File: src/include/tat_map.svh
// register offsets, field positions, reset values and fixed counts of the autotune block
`ifndef TAT_MAP_SVH
`define TAT_MAP_SVH
// ==========================================================
// register byte offsets
`define TAT_OFF_CTRL     8'h00
`define TAT_OFF_REF      8'h04
`define TAT_OFF_LIMIT    8'h08
`define TAT_OFF_SAMPLE   8'h0C
`define TAT_OFF_PERIODIC 8'h10
`define TAT_OFF_CLKCFG   8'h14
`define TAT_OFF_FINGER   8'h18
`define TAT_OFF_STATUS   8'h1C
`define TAT_OFF_MASK     8'h20
// ==========================================================
// control register fields
`define TAT_CTRL_TRK_EN  0
`define TAT_CTRL_LIM_EN  1
`define TAT_CTRL_LOWPWR  2
`define TAT_CTRL_SWTRIG  3
`define TAT_CTRL_DEB_LO  4
`define TAT_CTRL_DEB_HI  7
`define TAT_CTRL_TRR_LO  8
`define TAT_CTRL_TRR_HI  15
`define TAT_CTRL_LMR_LO  16
`define TAT_CTRL_LMR_HI  18
// ==========================================================
// periodic, clock and finger fields
`define TAT_PER_EN       0
`define TAT_PER_SEL      1
`define TAT_PER_DIV_LO   8
`define TAT_PER_DIV_HI   15
`define TAT_PER_CNT_LO   16
`define TAT_PER_CNT_HI   31
`define TAT_CLK_SEL      0
`define TAT_CLK_DIV_LO   4
`define TAT_CLK_DIV_HI   7
`define TAT_FNG_STR_LO   0
`define TAT_FNG_STR_HI   2
`define TAT_FNG_EN       3
// ==========================================================
// status bits, reset values and fixed figures
`define TAT_ST_EOS       0
`define TAT_ST_OOR       1
`define TAT_RST_LIMIT    32'hFFFF_0000
`define TAT_RST_REF      16'h0000
`define TAT_FINGER_STEP  11'h094
`define TAT_TRK_FRAC     8
`endif

File: src/include/tat_pkg.sv
// types shared by the autotune trigger block
package tat_pkg;
  // ==========================================================
  // level and source types
  typedef logic [15:0] tat_level_t;
  typedef enum logic {TAT_FUNC_FAST, TAT_FUNC_EXT} tat_fsrc_t;
  typedef enum logic {TAT_TRIG_FUNC, TAT_TRIG_LPOSC} tat_tsrc_t;
endpackage

File: src/core/tat_core.sv
// reference tracking, limit calculation, debounce, scan triggers and clock dividers
// ==========================================================
// Summary of operation
// - software loads one channel's reference level after calibration
// - with tracking on, reference steps toward each new sample
// - each step is reference times tracking ratio
// - tracking acts only in low-power mode
// - limit tracking on makes hardware compute and store both limits
// - limits are reference plus and minus reference shifted by ratio plus one
// - debounce count sets out-of-range events needed per interrupt
// - end-of-scan interrupt is raised on every scan, never debounced
// - scans start by software bit, hardware trigger or periodic trigger
// - periodic enable starts periodic scans and ignores other triggers
// - period comes from trigger clock, its divider and interval count
// - trigger clock is low-power oscillator or divided function clock
// - function clock is fast oscillator or external clock, then divided
// - finger strength offers eight equal steps of 148 pF up to 1184 pF
// - finger enable makes the electrode appear touched
`timescale 1ns/1ps
`include "tat_map.svh"
module tat_core
  import tat_pkg::*;
(
  input  wire logic        ref_clk,
  input  wire logic        nrst,
  input  wire logic        hsel,
  input  wire logic [31:0] haddr,
  input  wire logic [1:0]  htrans,
  input  wire logic        hwrite,
  input  wire logic [2:0]  hsize,
  input  wire logic [31:0] hwdata,
  input  wire logic        hready,
  output logic             hreadyout,
  output logic             hresp,
  output logic [31:0]      hrdata,
  input  wire logic        fast_osc_in,
  input  wire logic        ext_clk_in,
  input  wire logic        low_power_osc_in,
  input  wire logic        hw_trigger_in,
  input  wire logic        scan_done,
  input  wire logic [15:0] scan_value,
  output logic             scan_start,
  output logic             func_clk_en,
  output logic             finger_enable,
  output logic [10:0]      finger_cap_pf,
  output logic             irq
);
  // ==========================================================
  // declarations
  logic [31:0] ctrl_q, per_q, lim_q;
  logic [7:0]  clk_q;
  logic [3:0]  fng_q;
  logic [1:0]  stat_q, mask_q, stat_set;
  tat_level_t  ref_q, sample_q, upper, lower, calc_hi, calc_lo, shift_amt, step;
  logic [16:0] sum_hi;
  logic [23:0] prod;
  logic [7:0]  dph_addr_q, fdiv_cnt_q, tdiv_cnt_q;
  logic        dph_wr_q, acc_ph, wr_en;
  logic [3:0]  pin_lvl, pin_prev_q, pin_rise;
  logic [3:0]  deb_cnt_q, deb_need;
  logic [15:0] ivl_cnt_q, ivl_need;
  logic        fsrc_edge, tsrc_edge, trig_tick, auto_pulse, sw_pulse, hw_pulse;
  logic        out_range, ref_wr, trk_act;
  tat_fsrc_t   fsrc;
  tat_tsrc_t   tsrc;

  // ==========================================================
  // pin synchronisers for oscillators, external clock and hardware trigger
  logic [3:0] pins;
  assign pins = {hw_trigger_in, low_power_osc_in, ext_clk_in, fast_osc_in};
  genvar gi;
  generate
    for (gi = 0; gi < 4; gi++) begin : g_pin
      tat_sync3 u_sync (
        .ref_clk (ref_clk),
        .nrst    (nrst),
        .pin_in  (pins[gi]),
        .level_q (pin_lvl[gi])
      );
      assign pin_rise[gi] = pin_lvl[gi] & ~pin_prev_q[gi];
    end
  endgenerate

  // edge detect registers on synchronised levels
  always_ff @(posedge ref_clk or negedge nrst) begin
    if (!nrst) pin_prev_q <= 4'h0;
    else pin_prev_q <= pin_lvl;
  end

  // ==========================================================
  // bus slave: zero wait states, always okay
  assign hreadyout = 1'b1;
  assign hresp     = 1'b0;
  assign acc_ph    = hsel & htrans[1] & hready;
  assign wr_en     = dph_wr_q;

  // latch the address phase of a write
  always_ff @(posedge ref_clk or negedge nrst) begin
    if (!nrst) begin
      dph_wr_q   <= 1'b0;
      dph_addr_q <= 8'h00;
    end else begin
      dph_wr_q   <= acc_ph & hwrite;
      dph_addr_q <= haddr[7:0];
    end
  end

  // read data registered from the address phase; unmapped reads zero
  always_ff @(posedge ref_clk or negedge nrst) begin
    if (!nrst) begin
      hrdata <= 32'h0000_0000;
    end else if (acc_ph && !hwrite) begin
      case (haddr[7:0])
        `TAT_OFF_CTRL:     hrdata <= ctrl_q & ~(32'h1 << `TAT_CTRL_SWTRIG);
        `TAT_OFF_REF:      hrdata <= {16'h0000, ref_q};
        `TAT_OFF_LIMIT:    hrdata <= lim_q;
        `TAT_OFF_SAMPLE:   hrdata <= {16'h0000, sample_q};
        `TAT_OFF_PERIODIC: hrdata <= per_q;
        `TAT_OFF_CLKCFG:   hrdata <= {24'h000000, clk_q};
        `TAT_OFF_FINGER:   hrdata <= {28'h0000000, fng_q};
        `TAT_OFF_STATUS:   hrdata <= {30'h0, stat_q};
        `TAT_OFF_MASK:     hrdata <= {30'h0, mask_q};
        default:           hrdata <= 32'h0000_0000;
      endcase
    end
  end

  // ==========================================================
  // plain configuration registers
  always_ff @(posedge ref_clk or negedge nrst) begin
    if (!nrst) begin
      ctrl_q <= 32'h0000_0000;
      per_q  <= 32'h0000_0000;
      clk_q  <= 8'h00;
      fng_q  <= 4'h0;
      mask_q <= 2'h0;
    end else if (wr_en) begin
      case (dph_addr_q)
        `TAT_OFF_CTRL:     ctrl_q <= {13'h0, hwdata[18:0]};
        `TAT_OFF_PERIODIC: per_q  <= hwdata & 32'hFFFF_FF03;
        `TAT_OFF_CLKCFG:   clk_q  <= hwdata[7:0] & 8'hF1;
        `TAT_OFF_FINGER:   fng_q  <= hwdata[3:0];
        `TAT_OFF_MASK:     mask_q <= hwdata[1:0];
        default:           ;
      endcase
    end
  end

  // software trigger is a one-cycle pulse from a write of one
  assign sw_pulse = wr_en && (dph_addr_q == `TAT_OFF_CTRL) && hwdata[`TAT_CTRL_SWTRIG];
  assign hw_pulse = pin_rise[3];

  // ==========================================================
  // function clock: source select then divide by field plus one
  assign fsrc = tat_fsrc_t'(clk_q[`TAT_CLK_SEL]);
  always_comb begin
    case (fsrc)
      TAT_FUNC_FAST: fsrc_edge = pin_rise[0];
      TAT_FUNC_EXT:  fsrc_edge = pin_rise[1];
      default:       fsrc_edge = 1'b0;
    endcase
  end

  // divider counter for the function clock enable
  always_ff @(posedge ref_clk or negedge nrst) begin
    if (!nrst) begin
      fdiv_cnt_q  <= 8'h00;
      func_clk_en <= 1'b0;
    end else begin
      func_clk_en <= 1'b0;
      if (fsrc_edge) begin
        if (fdiv_cnt_q >= {4'h0, clk_q[`TAT_CLK_DIV_HI:`TAT_CLK_DIV_LO]}) begin
          fdiv_cnt_q  <= 8'h00;
          func_clk_en <= 1'b1;
        end else begin
          fdiv_cnt_q <= fdiv_cnt_q + 8'h01;
        end
      end
    end
  end

  // ==========================================================
  // trigger clock: low-power oscillator or divided function clock
  assign tsrc = tat_tsrc_t'(per_q[`TAT_PER_SEL]);
  always_comb begin
    case (tsrc)
      TAT_TRIG_FUNC:  tsrc_edge = func_clk_en;
      TAT_TRIG_LPOSC: tsrc_edge = pin_rise[2];
      default:        tsrc_edge = 1'b0;
    endcase
  end

  // trigger divider and interval counter, zero interval treated as one
  assign ivl_need = (per_q[`TAT_PER_CNT_HI:`TAT_PER_CNT_LO] == 16'h0000) ? 16'h0001 :
                    per_q[`TAT_PER_CNT_HI:`TAT_PER_CNT_LO];
  always_ff @(posedge ref_clk or negedge nrst) begin
    if (!nrst) begin
      tdiv_cnt_q <= 8'h00;
      trig_tick  <= 1'b0;
      ivl_cnt_q  <= 16'h0000;
      auto_pulse <= 1'b0;
    end else if (!per_q[`TAT_PER_EN]) begin
      tdiv_cnt_q <= 8'h00;
      trig_tick  <= 1'b0;
      ivl_cnt_q  <= 16'h0000;
      auto_pulse <= 1'b0;
    end else begin
      trig_tick  <= 1'b0;
      auto_pulse <= 1'b0;
      if (tsrc_edge) begin
        if (tdiv_cnt_q >= per_q[`TAT_PER_DIV_HI:`TAT_PER_DIV_LO]) begin
          tdiv_cnt_q <= 8'h00;
          trig_tick  <= 1'b1;
        end else begin
          tdiv_cnt_q <= tdiv_cnt_q + 8'h01;
        end
      end
      if (trig_tick) begin
        if (ivl_cnt_q + 16'h0001 >= ivl_need) begin
          ivl_cnt_q  <= 16'h0000;
          auto_pulse <= 1'b1;
        end else begin
          ivl_cnt_q <= ivl_cnt_q + 16'h0001;
        end
      end
    end
  end

  // scan start: periodic trigger overrides software and hardware sources
  assign scan_start = per_q[`TAT_PER_EN] ? auto_pulse : (sw_pulse | hw_pulse);

  // ==========================================================
  // reference tracking step: reference times ratio in 1/256 units, at least one
  assign prod   = ref_q * ctrl_q[`TAT_CTRL_TRR_HI:`TAT_CTRL_TRR_LO];
  assign step   = (prod[23:8] == 16'h0000) ? 16'h0001 : prod[23:8];
  assign ref_wr = wr_en && (dph_addr_q == `TAT_OFF_REF);
  assign trk_act = ctrl_q[`TAT_CTRL_TRK_EN] & ctrl_q[`TAT_CTRL_LOWPWR] & scan_done;

  // reference register: software load wins, else converge without overshoot
  always_ff @(posedge ref_clk or negedge nrst) begin
    if (!nrst) begin
      ref_q <= `TAT_RST_REF;
    end else if (ref_wr) begin
      ref_q <= hwdata[15:0];
    end else if (trk_act) begin
      if (scan_value > ref_q) begin
        ref_q <= (scan_value - ref_q > step) ? ref_q + step : scan_value;
      end else if (scan_value < ref_q) begin
        ref_q <= (ref_q - scan_value > step) ? ref_q - step : scan_value;
      end
    end
  end

  // last sample for software
  always_ff @(posedge ref_clk or negedge nrst) begin
    if (!nrst) sample_q <= 16'h0000;
    else if (scan_done) sample_q <= scan_value;
  end

  // ==========================================================
  // limit calculation from the reference, upper limit saturates
  assign shift_amt = ref_q >> ({1'b0, ctrl_q[`TAT_CTRL_LMR_HI:`TAT_CTRL_LMR_LO]} + 4'h1);
  assign sum_hi    = {1'b0, ref_q} + {1'b0, shift_amt};
  assign calc_hi   = sum_hi[16] ? 16'hFFFF : sum_hi[15:0];
  assign calc_lo   = ref_q - shift_amt;

  // limit register: hardware reload while limit tracking is on, else software writable
  always_ff @(posedge ref_clk or negedge nrst) begin
    if (!nrst) begin
      lim_q <= `TAT_RST_LIMIT;
    end else if (ctrl_q[`TAT_CTRL_LIM_EN]) begin
      lim_q <= {calc_hi, calc_lo};
    end else if (wr_en && (dph_addr_q == `TAT_OFF_LIMIT)) begin
      lim_q <= hwdata;
    end
  end
  assign upper = lim_q[31:16];
  assign lower = lim_q[15:0];

  // ==========================================================
  // debounce of out-of-range events, zero count treated as one
  assign out_range = (scan_value > upper) || (scan_value < lower);
  assign deb_need  = (ctrl_q[`TAT_CTRL_DEB_HI:`TAT_CTRL_DEB_LO] == 4'h0) ? 4'h1 :
                     ctrl_q[`TAT_CTRL_DEB_HI:`TAT_CTRL_DEB_LO];
  always_ff @(posedge ref_clk or negedge nrst) begin
    if (!nrst) begin
      deb_cnt_q <= 4'h0;
    end else if (scan_done) begin
      if (!out_range) deb_cnt_q <= 4'h0;
      else if (deb_cnt_q + 4'h1 >= deb_need) deb_cnt_q <= 4'h0;
      else deb_cnt_q <= deb_cnt_q + 4'h1;
    end
  end

  // ==========================================================
  // sticky status, set wins over write-one-to-clear
  assign stat_set[`TAT_ST_EOS] = scan_done;
  assign stat_set[`TAT_ST_OOR] = scan_done && out_range && (deb_cnt_q + 4'h1 >= deb_need);
  always_ff @(posedge ref_clk or negedge nrst) begin
    if (!nrst) begin
      stat_q <= 2'h0;
    end else if (wr_en && (dph_addr_q == `TAT_OFF_STATUS)) begin
      stat_q <= (stat_q & ~hwdata[1:0]) | stat_set;
    end else begin
      stat_q <= stat_q | stat_set;
    end
  end

  // level interrupt from unmasked status
  always_ff @(posedge ref_clk or negedge nrst) begin
    if (!nrst) irq <= 1'b0;
    else irq <= |(stat_q & mask_q);
  end

  // ==========================================================
  // emulated finger: capacitance code is strength plus one times the step
  always_ff @(posedge ref_clk or negedge nrst) begin
    if (!nrst) begin
      finger_enable <= 1'b0;
      finger_cap_pf <= 11'h000;
    end else begin
      finger_enable <= fng_q[`TAT_FNG_EN];
      finger_cap_pf <= fng_q[`TAT_FNG_EN] ?
        11'((fng_q[`TAT_FNG_STR_HI:`TAT_FNG_STR_LO] + 4'h1) * `TAT_FINGER_STEP) : 11'h000;
    end
  end
endmodule

File: src/core/tat_sync3.sv
// three-stage pin synchroniser that accepts a change once stages two and three agree
`timescale 1ns/1ps
module tat_sync3 (
  input  wire logic ref_clk,
  input  wire logic nrst,
  input  wire logic pin_in,
  output logic      level_q
);
  logic s1_q, s2_q, s3_q;

  // ==========================================================
  // shift chain
  always_ff @(posedge ref_clk or negedge nrst) begin
    if (!nrst) begin
      s1_q <= 1'b0;
      s2_q <= 1'b0;
      s3_q <= 1'b0;
    end else begin
      s1_q <= pin_in;
      s2_q <= s1_q;
      s3_q <= s2_q;
    end
  end

  // ==========================================================
  // accept the level only once two later stages match
  always_ff @(posedge ref_clk or negedge nrst) begin
    if (!nrst) begin
      level_q <= 1'b0;
    end else if (s2_q == s3_q) begin
      level_q <= s3_q;
    end
  end
endmodule

File: config.mk
export PLATFORM = sky130hd
export DESIGN_NAME = tat_core
export DESIGN_NICKNAME = d
export VERILOG_FILES = /design/src/include/tat_pkg.sv /design/src/core/tat_core.sv /design/src/core/tat_sync3.sv
export VERILOG_INCLUDE_DIRS = /design/src /design/src/include
export SDC_FILE = /design/constraint.sdc
export NUM_CORES = 1
export LEC_CHECK = 0
export ABC_AREA = 1
export BUFFER_PORTS_ARGS = -buffer_cell sky130_fd_sc_hd__buf_2
export CORE_UTILIZATION = 37
export CTS_CLUSTER_DIAMETER = 50
export DETAILED_ROUTE_END_ITERATION = 10
export GPL_TIMING_DRIVEN = 0
export PLACE_DENSITY = 0.52
export SLEW_MARGIN = 25
export SYNTH_ARGS = -nofsm -noshare
export SYNTH_HDL_FRONTEND = slang
export SYNTH_SLANG_ARGS = --single-unit
File: constraint.sdc
create_clock -name ref_clk -period 9.7 [get_ports ref_clk]
set_clock_uncertainty 0.05 [all_clocks]
set_input_delay 1.94 -clock ref_clk [delete_from_list [all_inputs] [get_ports ref_clk]]
set_output_delay 1.94 -clock ref_clk [all_outputs]
set_load 0.01 [all_outputs]
# == Word level (Yosys, flattened, before mapping) ==
# Cells that the tools add are included.
# op_classes
mul,2
n_eq_ne,21
shifts,1
bitwise_logic,21
n_div,0
magnitude_cmp,10
addsub,12
mux,35
reduce_logical,25
# ops
cell,n
one-hot mux 32 bit (9 select lines),1
2-to-1 mux 16 bit,12
"== test 8 x 5 -> 1 bit, second input constant",8
greater-than comparator 16 bit,4
2-to-1 mux 32 bit,2
subtractor 16 bit,4
logical NOT 16 bit,2
less-than comparator 16 bit,2
2-to-1 mux 8 bit,4
"== test 8 x 4 -> 1 bit, second input constant",3
multiplier 16 x 8 -> 24 bit,1
adder 16 x 16 -> 17 bit,1
"adder 16 x 1 -> 16 bit, second input constant",1
adder 16 bit,1
"adder 8 x 1 -> 8 bit, second input constant",2
"== test 8 x 3 -> 1 bit, second input constant",2
"== test 8 x 6 -> 1 bit, second input constant",2
>= comparator 16 bit,1
logical NOT 8 bit,2
right shift 16 x 4 -> 16 bit,1
2-to-1 mux 4 bit,3
AND reduction 2 bit,6
2-to-1 mux 11 bit,1
AND 1 bit,9
23 further kinds,52
# totals
output_inout_bits,49
input_bits,95
register_bits,235
romBits,0
mem_count,0
latch_bits,0
ramBits,0
wordCells,166

# == Longest topological paths before layout ==
# depth
ltp_word,9
ltp_mapped,46

# == Cells and area by module ==
# From an unflattened synthesis, not the netlist that was laid out.
# hier_totals
cells_unflattened,3053
hier_area_um2,22352.7
# modules_own_cells
module,area_per_inst_um2,cells_each,seq_area_each_um2,instances
tat_core,21887.2,3021,5425.2,1
tat_sync3,116.4,8,100.1,4

# == Worst setup path before layout ==
# Ideal clock, no wire load.
# synth_timing
kind,register to register
startpoint,register ctrl_q[15]
endpoint,register ref_q[10]
t_required_ns,9.528
slack_ns,3.071
stages_incl_launch_ff,40
arrival_ns,6.457
cell_sequence,dfrtp_1 -> clkbuf_1 -> clkbuf_1 -> nand2_1 -> inv_1 -> fa_1 -> inv_1 -> fa_1 -> inv_1 -> fa_1 -> inv_1 -> fa_1 -> inv_1 -> ha_1 -> nand2_2 -> nor2_1 -> inv_1 -> nor4_2 -> (+4 left out) -> nor2_1 -> nand3_1 -> nand2_1 -> ha_1 -> inv_1 -> fa_1 -> nand3_1 -> nand2_1 -> a21boi_0 -> o21ai_0 -> nand3_1 -> nand2_1 -> nand2_1 -> nand3_1 -> nand3_1 -> nand3_1 -> nand2_1 -> o21ai_1
# synth_via
elab_chain_cells,9
elab_cells_between_ends,13
cone_classes,add/sub: 2; mul: 1; order compare: 2; mux: 7; reduce/logical: 1
# synth_rtl
element,line_no,source
start: declaration,tat_core.sv:50,"logic [31:0] ctrl_q, per_q, lim_q;"
start signal: assignment,tat_core.sv:139,"`TAT_OFF_CTRL: ctrl_q <= {13'h0, hwdata[18:0]};"
multiplier 16 x 8 -> 24 bit *,tat_core.sv:234,assign prod = ref_q * ctrl_q[`TAT_CTRL_TRR_HI:`TAT_CTRL_TRR_LO];
logical NOT 16 bit,tat_core.sv:235,assign step = (prod[23:8] == 16'h0000) ? 16'h0001 : prod[23:8];
2-to-1 mux 16 bit *,tat_core.sv:235,
subtractor 16 bit or greater-than comparator 16 bit (tied branches),tat_core.sv:249,ref_q <= (ref_q - scan_value > step) ? ref_q - step : scan_value;
2-to-1 mux 16 bit,tat_core.sv:249,
2-to-1 mux 16 bit,tat_core.sv:248,end else if (scan_value < ref_q) begin
2-to-1 mux 16 bit *,tat_core.sv:246,if (scan_value > ref_q) begin
2-to-1 mux 16 bit *,tat_core.sv:245,end else if (trk_act) begin
2-to-1 mux 16 bit *,tat_core.sv:243,end else if (ref_wr) begin
end signal: assignment,tat_core.sv:244,ref_q <= hwdata[15:0];
end signal: assignment,tat_core.sv:247,ref_q <= (scan_value - ref_q > step) ? ref_q + step : scan_value;
end signal: assignment,tat_core.sv:249,
end: declaration,tat_core.sv:54,"tat_level_t ref_q, sample_q, upper, lower, calc_hi, calc_lo, shift_amt, step;"
# Mark *: on every way between the ends. The rest lies on a longest branch, timed or not. The select of a mux whose other input is x is not followed.
# A chain may end at the register's enable or synchronous reset.

# == Worst setup path in the final report ==
# layout_timing
startpoint,register ref_q[3]
endpoint,register ref_q[10]
# layout_via
elab_chain_cells,9
elab_cells_between_ends,19
cone_classes,add/sub: 4; mul: 1; order compare: 4; mux: 7; reduce/logical: 3
# layout_rtl
element,line_no,source
start signal: assignment,tat_core.sv:242,ref_q <= `TAT_RST_REF;
start signal: assignment,tat_core.sv:244,
start signal: assignment,tat_core.sv:247,
multiplier 16 x 8 -> 24 bit,tat_core.sv:234,
logical NOT 16 bit,tat_core.sv:235,
2-to-1 mux 16 bit,tat_core.sv:235,
subtractor 16 bit or greater-than comparator 16 bit (tied branches),tat_core.sv:249,
2-to-1 mux 16 bit,tat_core.sv:249,
2-to-1 mux 16 bit,tat_core.sv:248,
2-to-1 mux 16 bit,tat_core.sv:246,
2-to-1 mux 16 bit,tat_core.sv:245,
2-to-1 mux 16 bit,tat_core.sv:243,
# Parallel ways exist; a longest one is shown, timed or not. The select of a mux whose other input is x is not followed.

==> run summary <==
Area share of the largest cell type after synthesis -> 23.8%
Final Hold Fails -> 0
Core area -> 60500 um^2
Most common cell in the netlist -> nand2_1
First-pass GRT wire length -> 130 mm
CP peak stage delay -> 900 ps
Worst Path Arrival -> 9210 ps
Yosys warning count -> 0
Post-synth cell types -> 69
CTS Sinks -> 232
Starting density of the core -> 37.5%
Dpl ws -> 1070 ps
DP HPWL -> 69.6 mm
Main synth FF type -> dfrtp_1
Postcts setup bufs -> 0
DRT antenna net count -> 0
Status -> finished clean
Post-cts sizing count -> 0
Slew HR -> 24.1%
Routability cong. -> 0.965
Register Area -> 5830 um^2
Gr ovfl total -> 0
Multi-input logic area -> 14000 um^2
Cell mode on critical path -> nand2_1
Chip Height -> 250 um
Fmax achieved -> 0.113 GHz
1st-iter DRT viols -> 1515
Period utilization -> 90.9%
Max-slew violation total from the final report -> 0
Clock Path Buffers -> 3
Register bit total from synthesis -> 232
Avg Cell Area, Syn -> 7.37 um^2
Initial antenna violation count -> 1
Req. time, crit path -> 10090 ps
Startpoint class of the critical path -> flip-flop
Total die area -> 62300 um^2
Total Routing Usage GR -> 27.3%
Rows -> 90
Vias/cell -> 5.32
Largest net degree at the start of global routing -> 90
Port bufs -> 111
Min Tclk post-route -> 8820 ps
# Max-Cap Violations -> 0
Routed vias -> 21.4k
Most instantiated cells after synthesis -> nand2_1 (655), inv_1 (588), ha_1 (241)
Hold/Removal Path Class -> flip-flop to flip-flop
Clock transition at path regs -> 60 ps
DRT Pass-1 Iters -> 6
Layout Nets -> 3646
EDFF count, synth -> 0
Filler cells -> 6262
CP Max Fanout -> 10
Setup WS post-layout -> 882 ps
Die X -> 250 um
Wire length per cell -> 21.1 um
Area Overhead vs Synth -> 11.6%
Clock latency on the worst-skew pair -> 570 ps
Root Driver -> clkbuf_16
Final setup violation count -> 0
RSZ-0062 raised after global routing -> no
Ant diodes -> 0
Number of primary I/O pins -> 144
Vias in the first global route -> 21.1k
Layout cells sized above 1 -> 9.81%
Delay-heaviest family, CP -> adder cells
Sequential fraction of the synthesis area -> 25.7%
CTS Buf Count -> 29
Slowest CP cell -> xnor2_1
Htree depth -> 1
Buffers & Inverters on Critical Path -> 6
Worst Setup End Kind -> flip-flop
Critical path class -> flip-flop to flip-flop
Hold buffers post-CTS -> 0
DRT Wirelength -> 85.0 mm
Worst-margin pin slew -> 1130 ps
Post-Synthesis Cells -> 3075
Synth top area cells -> dfrtp_1 (24%), ha_1 (13%), nand2_1 (11%)
CTS tree -> done
Synthesized area -> 22700 um^2
Cell taking the most area after synthesis -> dfrtp_1
DRC -> 0
Post-synthesis async set-or-reset flop share -> 100%
Setup_tns -> 0 ps
==> flip-flops by register name, summed over array words and instances, names as in the netlist, 9 cells and up <==
name	count
ctrl_q	18
finger_cap_pf	9
hrdata	32
ivl_cnt_q	16
lim_q	32
per_q	26
ref_q	16
sample_q	16
==> final timing paths <==
path,from,end,slack (ps),cells after the start
max in group asynchronous,nrst,fdiv_cnt_q[6],7060,3
max reg2reg,ref_q[3],ref_q[10],880,34
max,ref_q[3],ref_q[10],880,34
min in group asynchronous,nrst,finger_cap_pf[7],1270,1
min reg2reg,g_pin[1].u_sync.s1_q,g_pin[1].u_sync.s2_q,300,0
min,g_pin[1].u_sync.s1_q,g_pin[1].u_sync.s2_q,300,0
==> worst register-to-register path: cells and delay by family (launching register included) <==
family                   cells  cell delay, ps
buffers and inverters        6            1070
AND/OR/NAND/NOR             15            1760
adder cells (fa/ha/maj)      7            3060
AO/OA/AOI/OAI                5            1140
flip-flops                   1             720
XOR/XNOR                     1             900
==> final cells by class <==
type	instances	area share, %
clock inverters	14	0.792
repair buffers	113	2.45
multi-input cells	2123	55.3
inverters	607	9.01
well taps	782	3.87
plain buffers	115	2.29
flip-flops and latches	232	23.0
clock buffers	38	3.20
==> layer usage <==
metal | part of all wire [%] | global-route usage [%] | wire (um)
met5 | 0.016 | 0 | 14
met4 | 3.1 | 7.76 | 2650
met3 | 5.2 | 2.73 | 4400
met2 | 45 | 44.2 | 38600
met1 | 46 | 38.6 | 39400
==> kinds of logic (layout without fill, tap and decap cells) <==
group           Yosys count  in the layout  share of synthesized area, %
other cells               2              4                        0.0331
simple gates           1046           1046                          20.0
xor+xnor                 98             98                          3.85
fa+ha+maj               334            334                          21.3
buf+inv                 722            887                          12.6
flops                   232            232                          25.7
compound gates          638            638                          16.3
mux                       3              3                         0.132
==> through the flow <==
| stage | instance area (um^2) | hold slack, ps | util (%) | cells |
|---|---|---|---|---|
| 6_report | 25300 | 298 | 41.8 | 4024 |
| 5_1_grt | 25300 | 313 | 41.8 | 4024 |
| 4_1_cts | 25300 | 302 | 41.8 | 4024 |
| 3_5_place_dp | 24300 | 286 | 40.2 | 3972 |
| 3_3_place_gp | 24200 | 283 | 40.0 | 3970 |
| 2_1_floorplan | 22700 | 281 | - | 3077 |
==> placed cells by master (no fill, tap or decap), types with 12 or more instances in the layout <==
cell       instances
o211ai_1          25
ha_1             241
a21oi_1          191
nor3_1            37
clkbuf_1          73
o22ai_1           45
xnor2_1           15
buf_4             12
fa_1              89
nand3_1          114
o21ai_0          227
o21ai_1           30
buf_2            132
inv_1            588
clkbuf_16         29
xor2_1            80
dfstp_2           16
nand4_1           31
inv_2             15
nor2_1           135
nand2_1          655
nand2_2           20
dfrtp_1          216
Power is not shown: default switching activity piles up to over one toggle a cycle in this logic, so the estimate is an artifact.
